==> src/inc/pee_pkg.sv <==
// pee_pkg: constants for the host-side controller of a 2048 x 8 parallel eeprom
// assumes a 20 MHz system clock; device timing except T_OE_NS and T_PROG_MAX_US is converted to cycles here
package pee_pkg;
    localparam int CLK_HZ = 20_000_000;
    localparam int ADDR_W = 11;
    localparam int DATA_W = 8;
    // ----------------------------------------------------------------
    // device timing, in units as printed
    // ----------------------------------------------------------------
    localparam int T_ACC_NS = 450;       // address/enable to data valid
    localparam int T_OE_NS = 120;        // output enable to data valid
    localparam int T_VFY_NS = 150;       // verify output enable to data
    localparam int T_OFF_NS = 100;       // output disable to high z
    localparam int T_SETUP_NS = 2000;    // setup and hold around a pulse
    localparam int T_PROG_MIN_US = 1000;
    localparam int T_PROG_MAX_US = 10000;
    localparam int T_ERASE_US = 100000;
    // ----------------------------------------------------------------
    // derived cycle counts: least times round up
    // ----------------------------------------------------------------
    localparam int NS_PER_CLK = 1_000_000_000 / CLK_HZ;
    localparam int CYC_ACC = (T_ACC_NS + NS_PER_CLK - 1) / NS_PER_CLK + 1;
    localparam int CYC_VFY = (T_VFY_NS + NS_PER_CLK - 1) / NS_PER_CLK + 1;
    localparam int CYC_OFF = (T_OFF_NS + NS_PER_CLK - 1) / NS_PER_CLK;
    localparam int CYC_SETUP = (T_SETUP_NS + NS_PER_CLK - 1) / NS_PER_CLK;
    localparam int CYC_PROG_DEF = T_PROG_MIN_US * (CLK_HZ / 1_000_000) * 5;
    localparam int CYC_ERASE_DEF = T_ERASE_US * (CLK_HZ / 1_000_000);
    localparam int CNT_W = 22;
    localparam logic [DATA_W-1:0] ERASED_BYTE = 8'hFF;

    typedef enum logic [1:0] {
        PEE_OP_READ,
        PEE_OP_PROG,
        PEE_OP_ERASE
    } pee_op_t;
endpackage

==> src/verilog/pee_timer.sv <==
// pee_timer: loadable down counter with a one-cycle done pulse
// assumes a caller that loads a nonzero count and waits for done
`timescale 1ns/1ns
module pee_timer
    import pee_pkg::*;
(
    input wire logic clk,                  // system clock
    input wire logic rst,                  // async reset, active high
    input wire logic load,                 // load pulse
    input wire logic [CNT_W-1:0] count,    // cycles to wait, at least 1
    output logic done                      // one-cycle pulse at expiry
);
    logic [CNT_W-1:0] cnt_reg;
    logic run_reg;

    always_ff @(posedge clk or posedge rst) begin
        if (rst) begin
            cnt_reg <= '0;
            run_reg <= 1'b0;
            done <= 1'b0;
        end else begin
            done <= 1'b0;
            if (load) begin
                cnt_reg <= count;
                run_reg <= 1'b1;
            end else if (run_reg) begin
                if (cnt_reg <= CNT_W'(1)) begin
                    run_reg <= 1'b0;
                    done <= 1'b1;
                end else begin
                    cnt_reg <= cnt_reg - CNT_W'(1);
                end
            end
        end
    end
endmodule

==> src/verilog/pee_host.sv <==
// pee_host: host controller driving a 2048 x 8 parallel eeprom through its pins
// assumes a single device on the bus, high-voltage switch driven by vpp_hi
// Behaviour
// - host asserts output enable on at most one shared device
// - program with 25 V supply, output enable high, byte on all pins
// - one enable pulse per address, between 1 ms and 10 ms
// - host never holds enable high steadily as a program pulse
// - oe high, address, data stable 2 us before and after pulse
// - parallel devices share all inputs except enable pins
// - verify by read with 25 V supply, data within 150 ns of oe
// - erase: 25 V supply, oe low, 100 ms enable pulse, array all ones
// - supply 25 V for program, verify, inhibit, erase; low otherwise
`timescale 1ns/1ns
module pee_host
    import pee_pkg::*;
#(
    parameter int CYC_PROG = CYC_PROG_DEF,     // program pulse, 1 ms..10 ms
    parameter int CYC_ERASE = CYC_ERASE_DEF    // erase pulse
) (
    input wire logic clk,                      // 20 MHz clock
    input wire logic rst,                      // async reset, active high
    input wire logic req_valid,                // request strobe
    input wire pee_op_t req_op,                // read, program or erase
    input wire logic [ADDR_W-1:0] req_addr,    // byte address
    input wire logic [DATA_W-1:0] req_wdata,   // byte to program
    output logic req_ready,                    // idle, request accepted
    output logic rsp_valid,                    // one-cycle done pulse
    output logic [DATA_W-1:0] rsp_rdata,       // read or verify byte
    output logic rsp_err,                      // verify mismatch
    output logic [ADDR_W-1:0] mem_addr,        // address pins
    output logic [DATA_W-1:0] mem_dq_o,        // data pins out
    output logic mem_dq_oe,                    // high while host drives data
    input wire logic [DATA_W-1:0] mem_dq_i,    // data pins in
    output logic mem_ce_prog_n,                // combined enable / program, one per device
    output logic mem_oe_n,                     // output enable, active low
    output logic vpp_hi                        // switch supply to 25 V
);
    // ----------------------------------------------------------------
    // sequencer
    // ----------------------------------------------------------------
    typedef enum logic [3:0] {
        S_IDLE, S_RD, S_VPP_UP, S_SETUP, S_PULSE, S_HOLD,
        S_VFY, S_OFF, S_VPP_DN
    } pee_state_t;

    pee_state_t state_reg;
    pee_op_t op_reg;
    logic [DATA_W-1:0] wdata_reg;
    logic tmr_load;
    logic [CNT_W-1:0] tmr_count;
    logic tmr_done;

    // expected value after a program: only zeros land on the cells
    function automatic logic [DATA_W-1:0] expect_byte(input pee_op_t op,
                                                      input logic [DATA_W-1:0] d);
        expect_byte = (op == PEE_OP_ERASE) ? ERASED_BYTE : d;
    endfunction

    pee_timer u_tmr (
        .clk(clk),
        .rst(rst),
        .load(tmr_load),
        .count(tmr_count),
        .done(tmr_done)
    );

    // timer loads on every state entry except the return to S_IDLE; count chosen by the state entered
    always_comb begin
        tmr_load = 1'b0;
        tmr_count = CNT_W'(CYC_SETUP);
        case (state_reg)
            S_IDLE: begin
                tmr_load = req_valid;
                tmr_count = (req_op == PEE_OP_READ) ? CNT_W'(CYC_ACC) : CNT_W'(CYC_SETUP);
            end
            S_VPP_UP: begin
                tmr_load = tmr_done;
            end
            S_SETUP: begin
                tmr_load = tmr_done;
                tmr_count = (op_reg == PEE_OP_ERASE) ? CNT_W'(CYC_ERASE) : CNT_W'(CYC_PROG);
            end
            S_PULSE: begin
                tmr_load = tmr_done;
            end
            S_HOLD: begin
                tmr_load = tmr_done;
                tmr_count = CNT_W'(CYC_VFY);
            end
            S_VFY: begin
                tmr_load = tmr_done;
                tmr_count = CNT_W'(CYC_OFF + 1);
            end
            S_OFF: begin
                tmr_load = tmr_done;
            end
            default: begin
                tmr_load = 1'b0;
            end
        endcase
    end

    always_ff @(posedge clk or posedge rst) begin
        if (rst) begin
            state_reg <= S_IDLE;
            op_reg <= PEE_OP_READ;
            wdata_reg <= '0;
        end else begin
            case (state_reg)
                S_IDLE: begin
                    if (req_valid) begin
                        op_reg <= req_op;
                        wdata_reg <= req_wdata;
                        state_reg <= (req_op == PEE_OP_READ) ? S_RD : S_VPP_UP;
                    end
                end
                S_RD: if (tmr_done) state_reg <= S_IDLE;
                S_VPP_UP: if (tmr_done) state_reg <= S_SETUP;
                S_SETUP: if (tmr_done) state_reg <= S_PULSE;
                S_PULSE: if (tmr_done) state_reg <= S_HOLD;
                S_HOLD: if (tmr_done) state_reg <= S_VFY;
                S_VFY: if (tmr_done) state_reg <= S_OFF;
                S_OFF: if (tmr_done) state_reg <= S_VPP_DN;
                S_VPP_DN: if (tmr_done) state_reg <= S_IDLE;
                default: state_reg <= S_IDLE;
            endcase
        end
    end

    // ----------------------------------------------------------------
    // pin drive
    // ----------------------------------------------------------------
    always_ff @(posedge clk or posedge rst) begin
        if (rst) begin
            mem_addr <= '0;
            mem_dq_o <= '0;
            mem_dq_oe <= 1'b0;
            mem_ce_prog_n <= 1'b1;
            mem_oe_n <= 1'b1;
            vpp_hi <= 1'b0;
        end else begin
            if (state_reg == S_IDLE && req_valid) begin
                mem_addr <= req_addr;
                mem_dq_o <= req_wdata;
                // erase needs oe low; program wants it high with data driven
                mem_oe_n <= (req_op == PEE_OP_PROG);
                mem_dq_oe <= (req_op == PEE_OP_PROG);
                // enable low: read, or inhibit while the supply ramps
                mem_ce_prog_n <= 1'b0;
                vpp_hi <= 1'b0;
            end
            case (state_reg)
                S_RD: if (tmr_done) begin
                    mem_oe_n <= 1'b1;
                    mem_ce_prog_n <= 1'b1;
                end
                S_VPP_UP: if (tmr_done) vpp_hi <= 1'b1;
                S_SETUP: if (tmr_done) mem_ce_prog_n <= 1'b1;
                // pulse ends on the timer, never a steady high
                S_PULSE: if (tmr_done) mem_ce_prog_n <= 1'b0;
                S_HOLD: if (tmr_done) begin
                    mem_dq_oe <= 1'b0;
                    mem_oe_n <= 1'b0;
                end
                S_VFY: if (tmr_done) mem_oe_n <= 1'b1;
                S_OFF: if (tmr_done) vpp_hi <= 1'b0;
                // enable held low 2 us past supply fall, no stray pulse
                S_VPP_DN: if (tmr_done) mem_ce_prog_n <= 1'b1;
                default: begin
                end
            endcase
        end
    end

    // ----------------------------------------------------------------
    // answers
    // ----------------------------------------------------------------
    always_ff @(posedge clk or posedge rst) begin
        if (rst) begin
            req_ready <= 1'b1;
            rsp_valid <= 1'b0;
            rsp_rdata <= '0;
            rsp_err <= 1'b0;
        end else begin
            rsp_valid <= 1'b0;
            if (state_reg == S_IDLE && req_valid) req_ready <= 1'b0;
            if (state_reg == S_RD && tmr_done) begin
                rsp_rdata <= mem_dq_i;
                rsp_err <= 1'b0;
                rsp_valid <= 1'b1;
                req_ready <= 1'b1;
            end
            if (state_reg == S_VFY && tmr_done) begin
                rsp_rdata <= mem_dq_i;
                rsp_err <= (mem_dq_i != expect_byte(op_reg, wdata_reg));
            end
            if (state_reg == S_VPP_DN && tmr_done) begin
                rsp_valid <= 1'b1;
                req_ready <= 1'b1;
            end
        end
    end

    // ----------------------------------------------------------------
    // checks
    // ----------------------------------------------------------------
    int unsigned hi_cnt;
    always_ff @(posedge clk or posedge rst) begin
        if (rst) hi_cnt <= 0;
        else if (!mem_ce_prog_n && vpp_hi) hi_cnt <= 0;
        else if (mem_ce_prog_n && vpp_hi) hi_cnt <= hi_cnt + 1;
        else hi_cnt <= 0;
    end

    a_pulse_bounded: assert property (@(posedge clk) disable iff (rst)
        hi_cnt <= CYC_ERASE + 2) else $error("enable pulse too long");
    a_prog_oe_high: assert property (@(posedge clk) disable iff (rst)
        (vpp_hi && op_reg == PEE_OP_PROG && mem_ce_prog_n) |-> mem_oe_n)
        else $error("oe low during program pulse");
    a_erase_oe_low: assert property (@(posedge clk) disable iff (rst)
        (vpp_hi && op_reg == PEE_OP_ERASE && mem_ce_prog_n) |-> !mem_oe_n)
        else $error("oe high during erase pulse");
    a_no_contention: assert property (@(posedge clk) disable iff (rst)
        !(mem_dq_oe && !mem_oe_n)) else $error("bus contention");
    a_addr_stable: assert property (@(posedge clk) disable iff (rst)
        (state_reg != S_IDLE) |=> $stable(mem_addr))
        else $error("address moved during cycle");
    a_vpp_pulse: assert property (@(posedge clk) disable iff (rst)
        $rose(mem_ce_prog_n) && state_reg == S_PULSE |-> vpp_hi)
        else $error("pulse without high supply");
    a_read_low_vpp: assert property (@(posedge clk) disable iff (rst)
        (state_reg == S_RD) |-> !vpp_hi) else $error("high supply on read");
    a_read_time: assert property (@(posedge clk) disable iff (rst)
        (state_reg == S_IDLE && req_valid && req_op == PEE_OP_READ)
        |-> ##[12:14] rsp_valid) else $error("read answer late");

    c_read: cover property (@(posedge clk) rsp_valid && op_reg == PEE_OP_READ);
    c_prog: cover property (@(posedge clk) rsp_valid && op_reg == PEE_OP_PROG);
    c_erase: cover property (@(posedge clk) rsp_valid && op_reg == PEE_OP_ERASE);
    c_vfy_err: cover property (@(posedge clk) rsp_valid && rsp_err);
endmodule

==> config.mk <==
export PLATFORM = sky130hd
export DESIGN_NAME = pee_host
export DESIGN_NICKNAME = d
export VERILOG_FILES = /design/src/inc/pee_pkg.sv /design/src/verilog/pee_timer.sv /design/src/verilog/pee_host.sv
export SDC_FILE = /design/constraint.sdc
export NUM_CORES = 1
export LEC_CHECK = 0
export BUFFER_PORTS_ARGS = -buffer_cell sky130_fd_sc_hd__clkbuf_2
export CAP_MARGIN = 0
export CELL_PAD_IN_SITES_DETAIL_PLACEMENT = 1
export CELL_PAD_IN_SITES_GLOBAL_PLACEMENT = 1
export CORE_ASPECT_RATIO = 0.7
export CORE_MARGIN = 4
export CORE_UTILIZATION = 43
export CTS_CLUSTER_DIAMETER = 120
export DETAILED_ROUTE_END_ITERATION = 12
export MAX_ROUTING_LAYER = met4
export PLACE_DENSITY_LB_ADDON = 0.1
export SYNTH_ARGS = -nofsm -noshare
export SYNTH_HDL_FRONTEND = slang
export SYNTH_SLANG_ARGS = --single-unit
==> constraint.sdc <==
create_clock -name clk -period 3.2 [get_ports clk]
set_clock_uncertainty 0.2 [all_clocks]
set_input_delay 0.96 -clock clk [delete_from_list [all_inputs] [get_ports clk]]
set_output_delay 0.96 -clock clk [all_outputs]
set_load 0.05 [all_outputs]
==> results.toml, run 1 <==
[global_route]
grt_pass1_wl_um = 16330
grt_pass1_vias = 3084
gr-usage-all-layers_pct = 23.49
overflow = 0
antenna_found_initial = 0
grt_max_degree = 65

[clocking]
cts-root-buf = "clkbuf_16"
cts.clk_slew.worst_paths_ns = 0.05
cts_setup_buffers = 0
cts_hold_buf = 0
numCtsBuffers = 9
htreeDepth = 3
cts_sinks = 64
clock_latency_ns = 0.33
clockBufferDepth = 2
cts_resized = 0
cts_tree = "built"

[sta]
hold_viol_final = 0
finalSetupTns_ns = 0
worst_slew_pin_slew_ns = 0.8418
finalCritPeriodShare_pct = 87.77
max_freq_ghz = 0.3560
worst_slack_ns = 0.3914
report.final.slew_viol_count = 0
rsz0062_at_grt = "no"
period_minus_slack_ns = 2.809
finalSetupViolCount = 0
relSlewSlack_pct = 43.45

[route]
dr_total_vias = 2949
ant_nets = 0
drt_wl_total_um = 9912
wl_per_cell_um = 19.71
drtIter0Drc = 171
firstDrtPassIters = 4
drc = 0
viasPerCell = 5.863

[worst_hold_path]
hold_path.class = "reg -> reg"

[layout]
fin_nets = 434
syn2layout_area_growth_pct = 21.93
antenna_cells = 0
largest_reg_flops = 22
final_layout_size_suffix_gt1_share_pct = 33.83

[floorplan]
core_um2 = 7515
rows = 26
num_io_pins = 66
die_x_um = 114.6
initial_utilization_pct = 45.55
die_h_um = 82.65
die_area_um2 = 9475

[synth]
synthCells = 333
synth_top_family_by_area = "simple AND/OR/NAND/NOR gates"
synth_top_area_share_pct = 44.59
synth_top_cell_by_area = "dfrtp_1"
synthTopCellsByArea = "dfrtp_1 (45%), mux2_2 (9.5%), a21oi_1 (3.9%), nor2_1 (2.5%), dfstp_2 (2.3%)"
synth-compound-area-share_pct = 16.81
synthXorXnorAreaFrac_pct = 2.814
synth.top_cells.by_count = "dfrtp_1 (61), mux2_2 (29), a21oi_1 (27), nor2_1 (23), nand2_1 (16)"
avgSynthCellArea_um2 = 10.28
synth_edf_count = 0
synthDistinctLibCells = 63
ys_seq_elements = 64
synth_flop_cell = "dfrtp_1"
async_flop_share_pct = 100.0
synthSimpleGateAreaFrac_pct = 19.26
syn-cell-area_um2 = 3423
synth.mux.area_fraction_pct = 10.12
synth_nets = 367
synth_fa_ha_area_share_pct = 0.7310
post-synth-top-count-cell = "dfrtp_1"
synth-seq-area-share_pct = 46.89
synth_warnings = 0

[worst_setup_path]
endpoint_kind = "register"
cp_max_fo = 6
critPathSlowestCell = "or4_4"
crit_path_start_kind = "register"
cp.arrival_ns = 2.83
cp_cell_sequence = "or4_4, o41ai_1, nand3_1, buf_4, o21a_1, o22a_1"
path_class = "reg -> reg"
timing.reg2reg.setup_slack_ns = 0.39
cp_top_family = "simple AND/OR/NAND/NOR gates"
cp_num_buf_inv = 1
cp_data_required_time_ns = 3.22
cpPeakStageDelay_ns = 0.59

[run]
cap_violations = 0

[power]
power_leakage_nw = 1.903
power_density_nw_per_um2 = 467.3
ir_worst_vdd_mv = 0.3990

[outcome]
status = "complete, no violations"

[placed_design]
place_congestion = 0.8516
place_hpwl_um = 7137
dp_slack_ns = 0.3472
port_buffers = 65
## power by group
group | leakage (nW) | total [W] | internal [W] | switching [W]
clock network | 0.154 | 0.00105 | 0.000702 | 0.000346
registers | 0.795 | 0.000818 | 0.000815 | 0.00000259
logic | 0.954 | 0.0000838 | 0.0000294 | 0.0000544
total | 1.90 | 0.00195 | 0.00155 | 0.000403
## worst reg2reg max path: stages, from the launching register on
cell     delay (ns)
dfrtp_1        0.43
or4_4          0.59
o41ai_1        0.57
nand3_1        0.37
buf_4          0.27
o21a_1         0.10
o22a_1         0.18
## placed cells by master, fill, tap and decap left out, types with 4 or more instances in the layout
cell and n:
clkbuf_2 65, dfrtp_1 61, mux2_2 29, a21oi_1 27, nor2_1 23, nand2_1 16
o21ai_0 15, nor3_1 13, clkbuf_16 9, o31ai_1 8, buf_4 8, or3_1 7
o22ai_1 7, xor2_1 6, nand3_1 5, xnor2_1 5, inv_1 5, nand4_1 5
nand2b_1 4, or4_1 4, nor4_1 4, nand4b_1 4
## per-layer routing
metal / up-vias / GRT usage [%] / share of wire (%)
met5: - / - / 0
met2: 81 / 34.03 / 45
met4: 0 / 5.694 / 0.61
li1: 1385 / - / -
met3: 4 / 7.647 / 6.9
met1: 1479 / 31.97 / 48
## cells by family after synthesis
logic type / Yosys count
mux: 31
compound gates: 89
flops: 64
xor+xnor: 11
simple gates: 112
fa+ha+maj: 2
buf+inv: 24
## worst paths after layout
kind / from / to / cells after the start
min reg2reg: rsp_rdata[0]$_DFFE_PP0P_ / rsp_rdata[0]$_DFFE_PP0P_ / 1
max in group asynchronous: rst / mem_oe_n$_DFF_PP1_ / 3
min: rsp_rdata[0]$_DFFE_PP0P_ / rsp_rdata[0]$_DFFE_PP0P_ / 1
max reg2reg: u_tmr.cnt_reg[11]$_DFFE_PP0P_ / u_tmr.cnt_reg[19]$_DFFE_PP0P_ / 6
min in group asynchronous: rst / u_tmr.cnt_reg[20]$_DFFE_PP0P_ / 3
max: u_tmr.cnt_reg[11]$_DFFE_PP0P_ / u_tmr.cnt_reg[19]$_DFFE_PP0P_ / 6
## metrics by stage
stage / hold slack (ns) / power [W] / area [um2] / util [%] / instances
2_1_floorplan: 0.3074 / 0.0008760 / 3423 / - / 333
3_3_place_gp: 0.2864 / 0.0009148 / 3859 / 51.35 / 487
3_5_place_dp: 0.2926 / 0.0009177 / 3859 / 51.35 / 487
4_1_cts: 0.3048 / 0.001972 / 4174 / 55.54 / 503
5_1_grt: 0.3224 / 0.002026 / 4174 / 55.54 / 503
6_report: 0.3030 / 0.001951 / 4174 / 55.54 / 503
## layout make-up
cell class / count / area, um2
inverters: 6 / 22.52
well taps: 98 / 122.6
repair buffers: 74 / 405.4
multi-input cells: 245 / 1703
clock buffers: 13 / 250.2
fillers: 875 / 3341
flip-flops and latches: 64 / 1605
clock inverters: 3 / 65.06
(Power assumes the default switching activity.)
==> run 2: changes to the inputs <==
--- a/config.mk
+++ b/config.mk
@@ -6,7 +6,7 @@
 export NUM_CORES = 1
 export LEC_CHECK = 0
 export BUFFER_PORTS_ARGS = -buffer_cell sky130_fd_sc_hd__clkbuf_2
-export CAP_MARGIN = 0
+export CAP_MARGIN = 10
 export CELL_PAD_IN_SITES_DETAIL_PLACEMENT = 1
 export CELL_PAD_IN_SITES_GLOBAL_PLACEMENT = 1
 export CORE_ASPECT_RATIO = 0.7
@@ -15,7 +15,7 @@
 export CTS_CLUSTER_DIAMETER = 120
 export DETAILED_ROUTE_END_ITERATION = 12
 export MAX_ROUTING_LAYER = met4
-export PLACE_DENSITY_LB_ADDON = 0.1
+export PLACE_DENSITY_LB_ADDON = 0.2
 export SYNTH_ARGS = -nofsm -noshare
 export SYNTH_HDL_FRONTEND = slang
 export SYNTH_SLANG_ARGS = --single-unit
==> run 2 against run 1 <==
Combinational power is 0.8% higher. Core utilization is 0.23 points higher. Final cell count is 0.60% higher. Sequential cell count stayed put. Critical path depth is 1 lower. Via count is 1.9% higher. Non-clock buffer count is 3 higher. Global-route usage is 1.2 points higher. Final area is 0.42% higher. Power is 1.6% lower. Maximum frequency is 2.9% higher. First-iteration DRC count is 21% higher. Largest cell class unchanged. Largest power group unchanged.
==> results.toml, run 2 (synthesized netlist as in run 1, its figures left out) <==
[worst_setup_path]
r2r_cells = 5
endpoint = "u_tmr.cnt_reg[19]$_DFFE_PP0P_"
cp_data_required_time_ns = 3.22
path_class = "reg -> reg"
endpoint_kind = "register"
cp_cell_sequence = "or4_4, or4_4, nor4b_1, a31oi_1, o22a_1"
r2r_end = "u_tmr.cnt_reg[19]$_DFFE_PP0P_"
crit_path_start_kind = "register"
cp_top_family = "simple AND/OR/NAND/NOR gates"
cp_num_buf_inv = 0
cp_max_fo = 9
timing.rr.start = "u_tmr.cnt_reg[11]$_DFFE_PP0P_"
cpPeakStageDelay_ns = 0.64
timing.reg2reg.setup_slack_ns = 0.47
critical_path.startpoint = "u_tmr.cnt_reg[11]$_DFFE_PP0P_"
path_common_cell = "or4_4"
cp.arrival_ns = 2.75
critPathSlowestCell = "or4_4"
cp.depth = 5

[clocking]
cts-root-buf = "clkbuf_16"
cts.clk_slew.worst_paths_ns = 0.05
cts_resized = 0
cts_tree = "built"
clock_latency_ns = 0.33
cts_sinks = 64
htreeDepth = 3
cts_setup_buffers = 0
cts_hold_buf = 0
clockBufferDepth = 2
numCtsBuffers = 9

[global_route]
gr-usage-all-layers_pct = 24.65
grt_pass1_wl_um = 17220
grt_max_degree = 43
antenna_found_initial = 0
grt_pass1_vias = 3165
overflow = 0

[route]
dr_total_vias = 3005
drtIter0Drc = 207
firstDrtPassIters = 4
viasPerCell = 5.939
drc = 0
drt_wl_total_um = 10270
wl_per_cell_um = 20.30
ant_nets = 0

[layout]
regArea_um2 = 1605
multi_input_area_um2 = 1703
final_common_cell = "clkbuf_2"
syn2layout_area_growth_pct = 22.44
mostFrequentLayoutCells = "clkbuf_2 (65), dfrtp_1 (61), mux2_2 (29)"
antenna_cells = 0
n_fill_cell = 863
final_layout_size_suffix_gt1_share_pct = 34.80
largest_reg_flops = 22
fin_nets = 437
final_area_um2 = 4192

[placed_design]
port_buffers = 65
place_congestion = 0.8977
place_hpwl_um = 7449
dpl_cell_area_um2 = 3881

[sta]
finalSetupTns_ns = 0
finalCritPeriodShare_pct = 85.32
report.final.slew_viol_count = 0
rsz0062_at_grt = "no"
period_minus_slack_ns = 2.730
worst_slew_pin_slew_ns = 0.8932
max_freq_ghz = 0.3663
relSlewSlack_pct = 39.99
finalSetupViolCount = 0
finalHoldWorstSlack_ns = 0.3041
hold_viol_final = 0

[outcome]
status = "complete, no violations"

[floorplan]
core_um2 = 7515
die_area_um2 = 9475
rows = 26
die_x_um = 114.6
die_h_um = 82.65
num_io_pins = 66
initial_utilization_pct = 45.55

[run]
cap_violations = 0

[power]
ir_worst_vdd_mv = 0.3093
power_leakage_nw = 1.921
power_density_nw_per_um2 = 457.9

[worst_hold_path]
hold_path.class = "reg -> reg"
run 2: cell count changes in the layout (fill, tap and decap cells not counted):
| cell | change |
|---|---|
| buf_4 | +3 |
| clkbuf_8 | +2 |
| clkbuf_1 | -2 |
| bufinv_16 | -1 |
| clkinv_2 | +1 |
run 2: per-stage QoR:
stage	setup slack [ns]	util (%)	power, W	instances
global route	0.3547	55.78	0.001990	506
global placement	0.3490	51.65	0.0009144	490
detailed placement	0.3057	51.65	0.0009185	490
finish	0.4697	55.78	0.001919	506
floorplan	0.4469	-	0.0008760	333
CTS	0.4630	55.78	0.001943	506
run 2: power by group:
| group | switching (W) | internal (W) |
|---|---|---|
| Sequential | 0.00000286 | 0.000815 |
| Combinational | 0.0000552 | 0.0000293 |
| Clock | 0.000352 | 0.000664 |
run 2: per-layer routing:
layer / GRT usage, % / share of wire, %
met5: - / 0
met4: 8.185 / 1.2
met3: 6.264 / 6.0
met2: 35.37 / 45
met1: 34.05 / 48
run 2: layout make-up:
| cell class | count | share of cell area, % |
|---|---|---|
| Clock inverter | 3 | 0.9552 |
| Inverter | 6 | 0.5373 |
| Tap cell | 98 | 2.925 |
| Sequential cell | 64 | 38.30 |
| Multi-Input combinational cell | 245 | 40.63 |
| Timing Repair Buffer | 77 | 10.21 |
| Clock buffer | 13 | 6.448 |
run 2: worst min path at each step:
stage / from / endpoint / slack (ns) / cells after the start
after floorplan: op_reg[0]$_DFFE_PP0P_ / op_reg[0]$_DFFE_PP0P_ / 0.31 / 1
after global placement: rsp_rdata[5]$_DFFE_PP0P_ / rsp_rdata[5]$_DFFE_PP0P_ / 0.29 / 1
after detailed placement: mem_addr[2]$_DFFE_PP0P_ / mem_addr[2]$_DFFE_PP0P_ / 0.30 / 1
after CTS: mem_addr[2]$_DFFE_PP0P_ / mem_addr[2]$_DFFE_PP0P_ / 0.31 / 1
after global routing: rsp_rdata[3]$_DFFE_PP0P_ / rsp_rdata[3]$_DFFE_PP0P_ / 0.33 / 1
final: mem_addr[2]$_DFFE_PP0P_ / mem_addr[2]$_DFFE_PP0P_ / 0.30 / 1
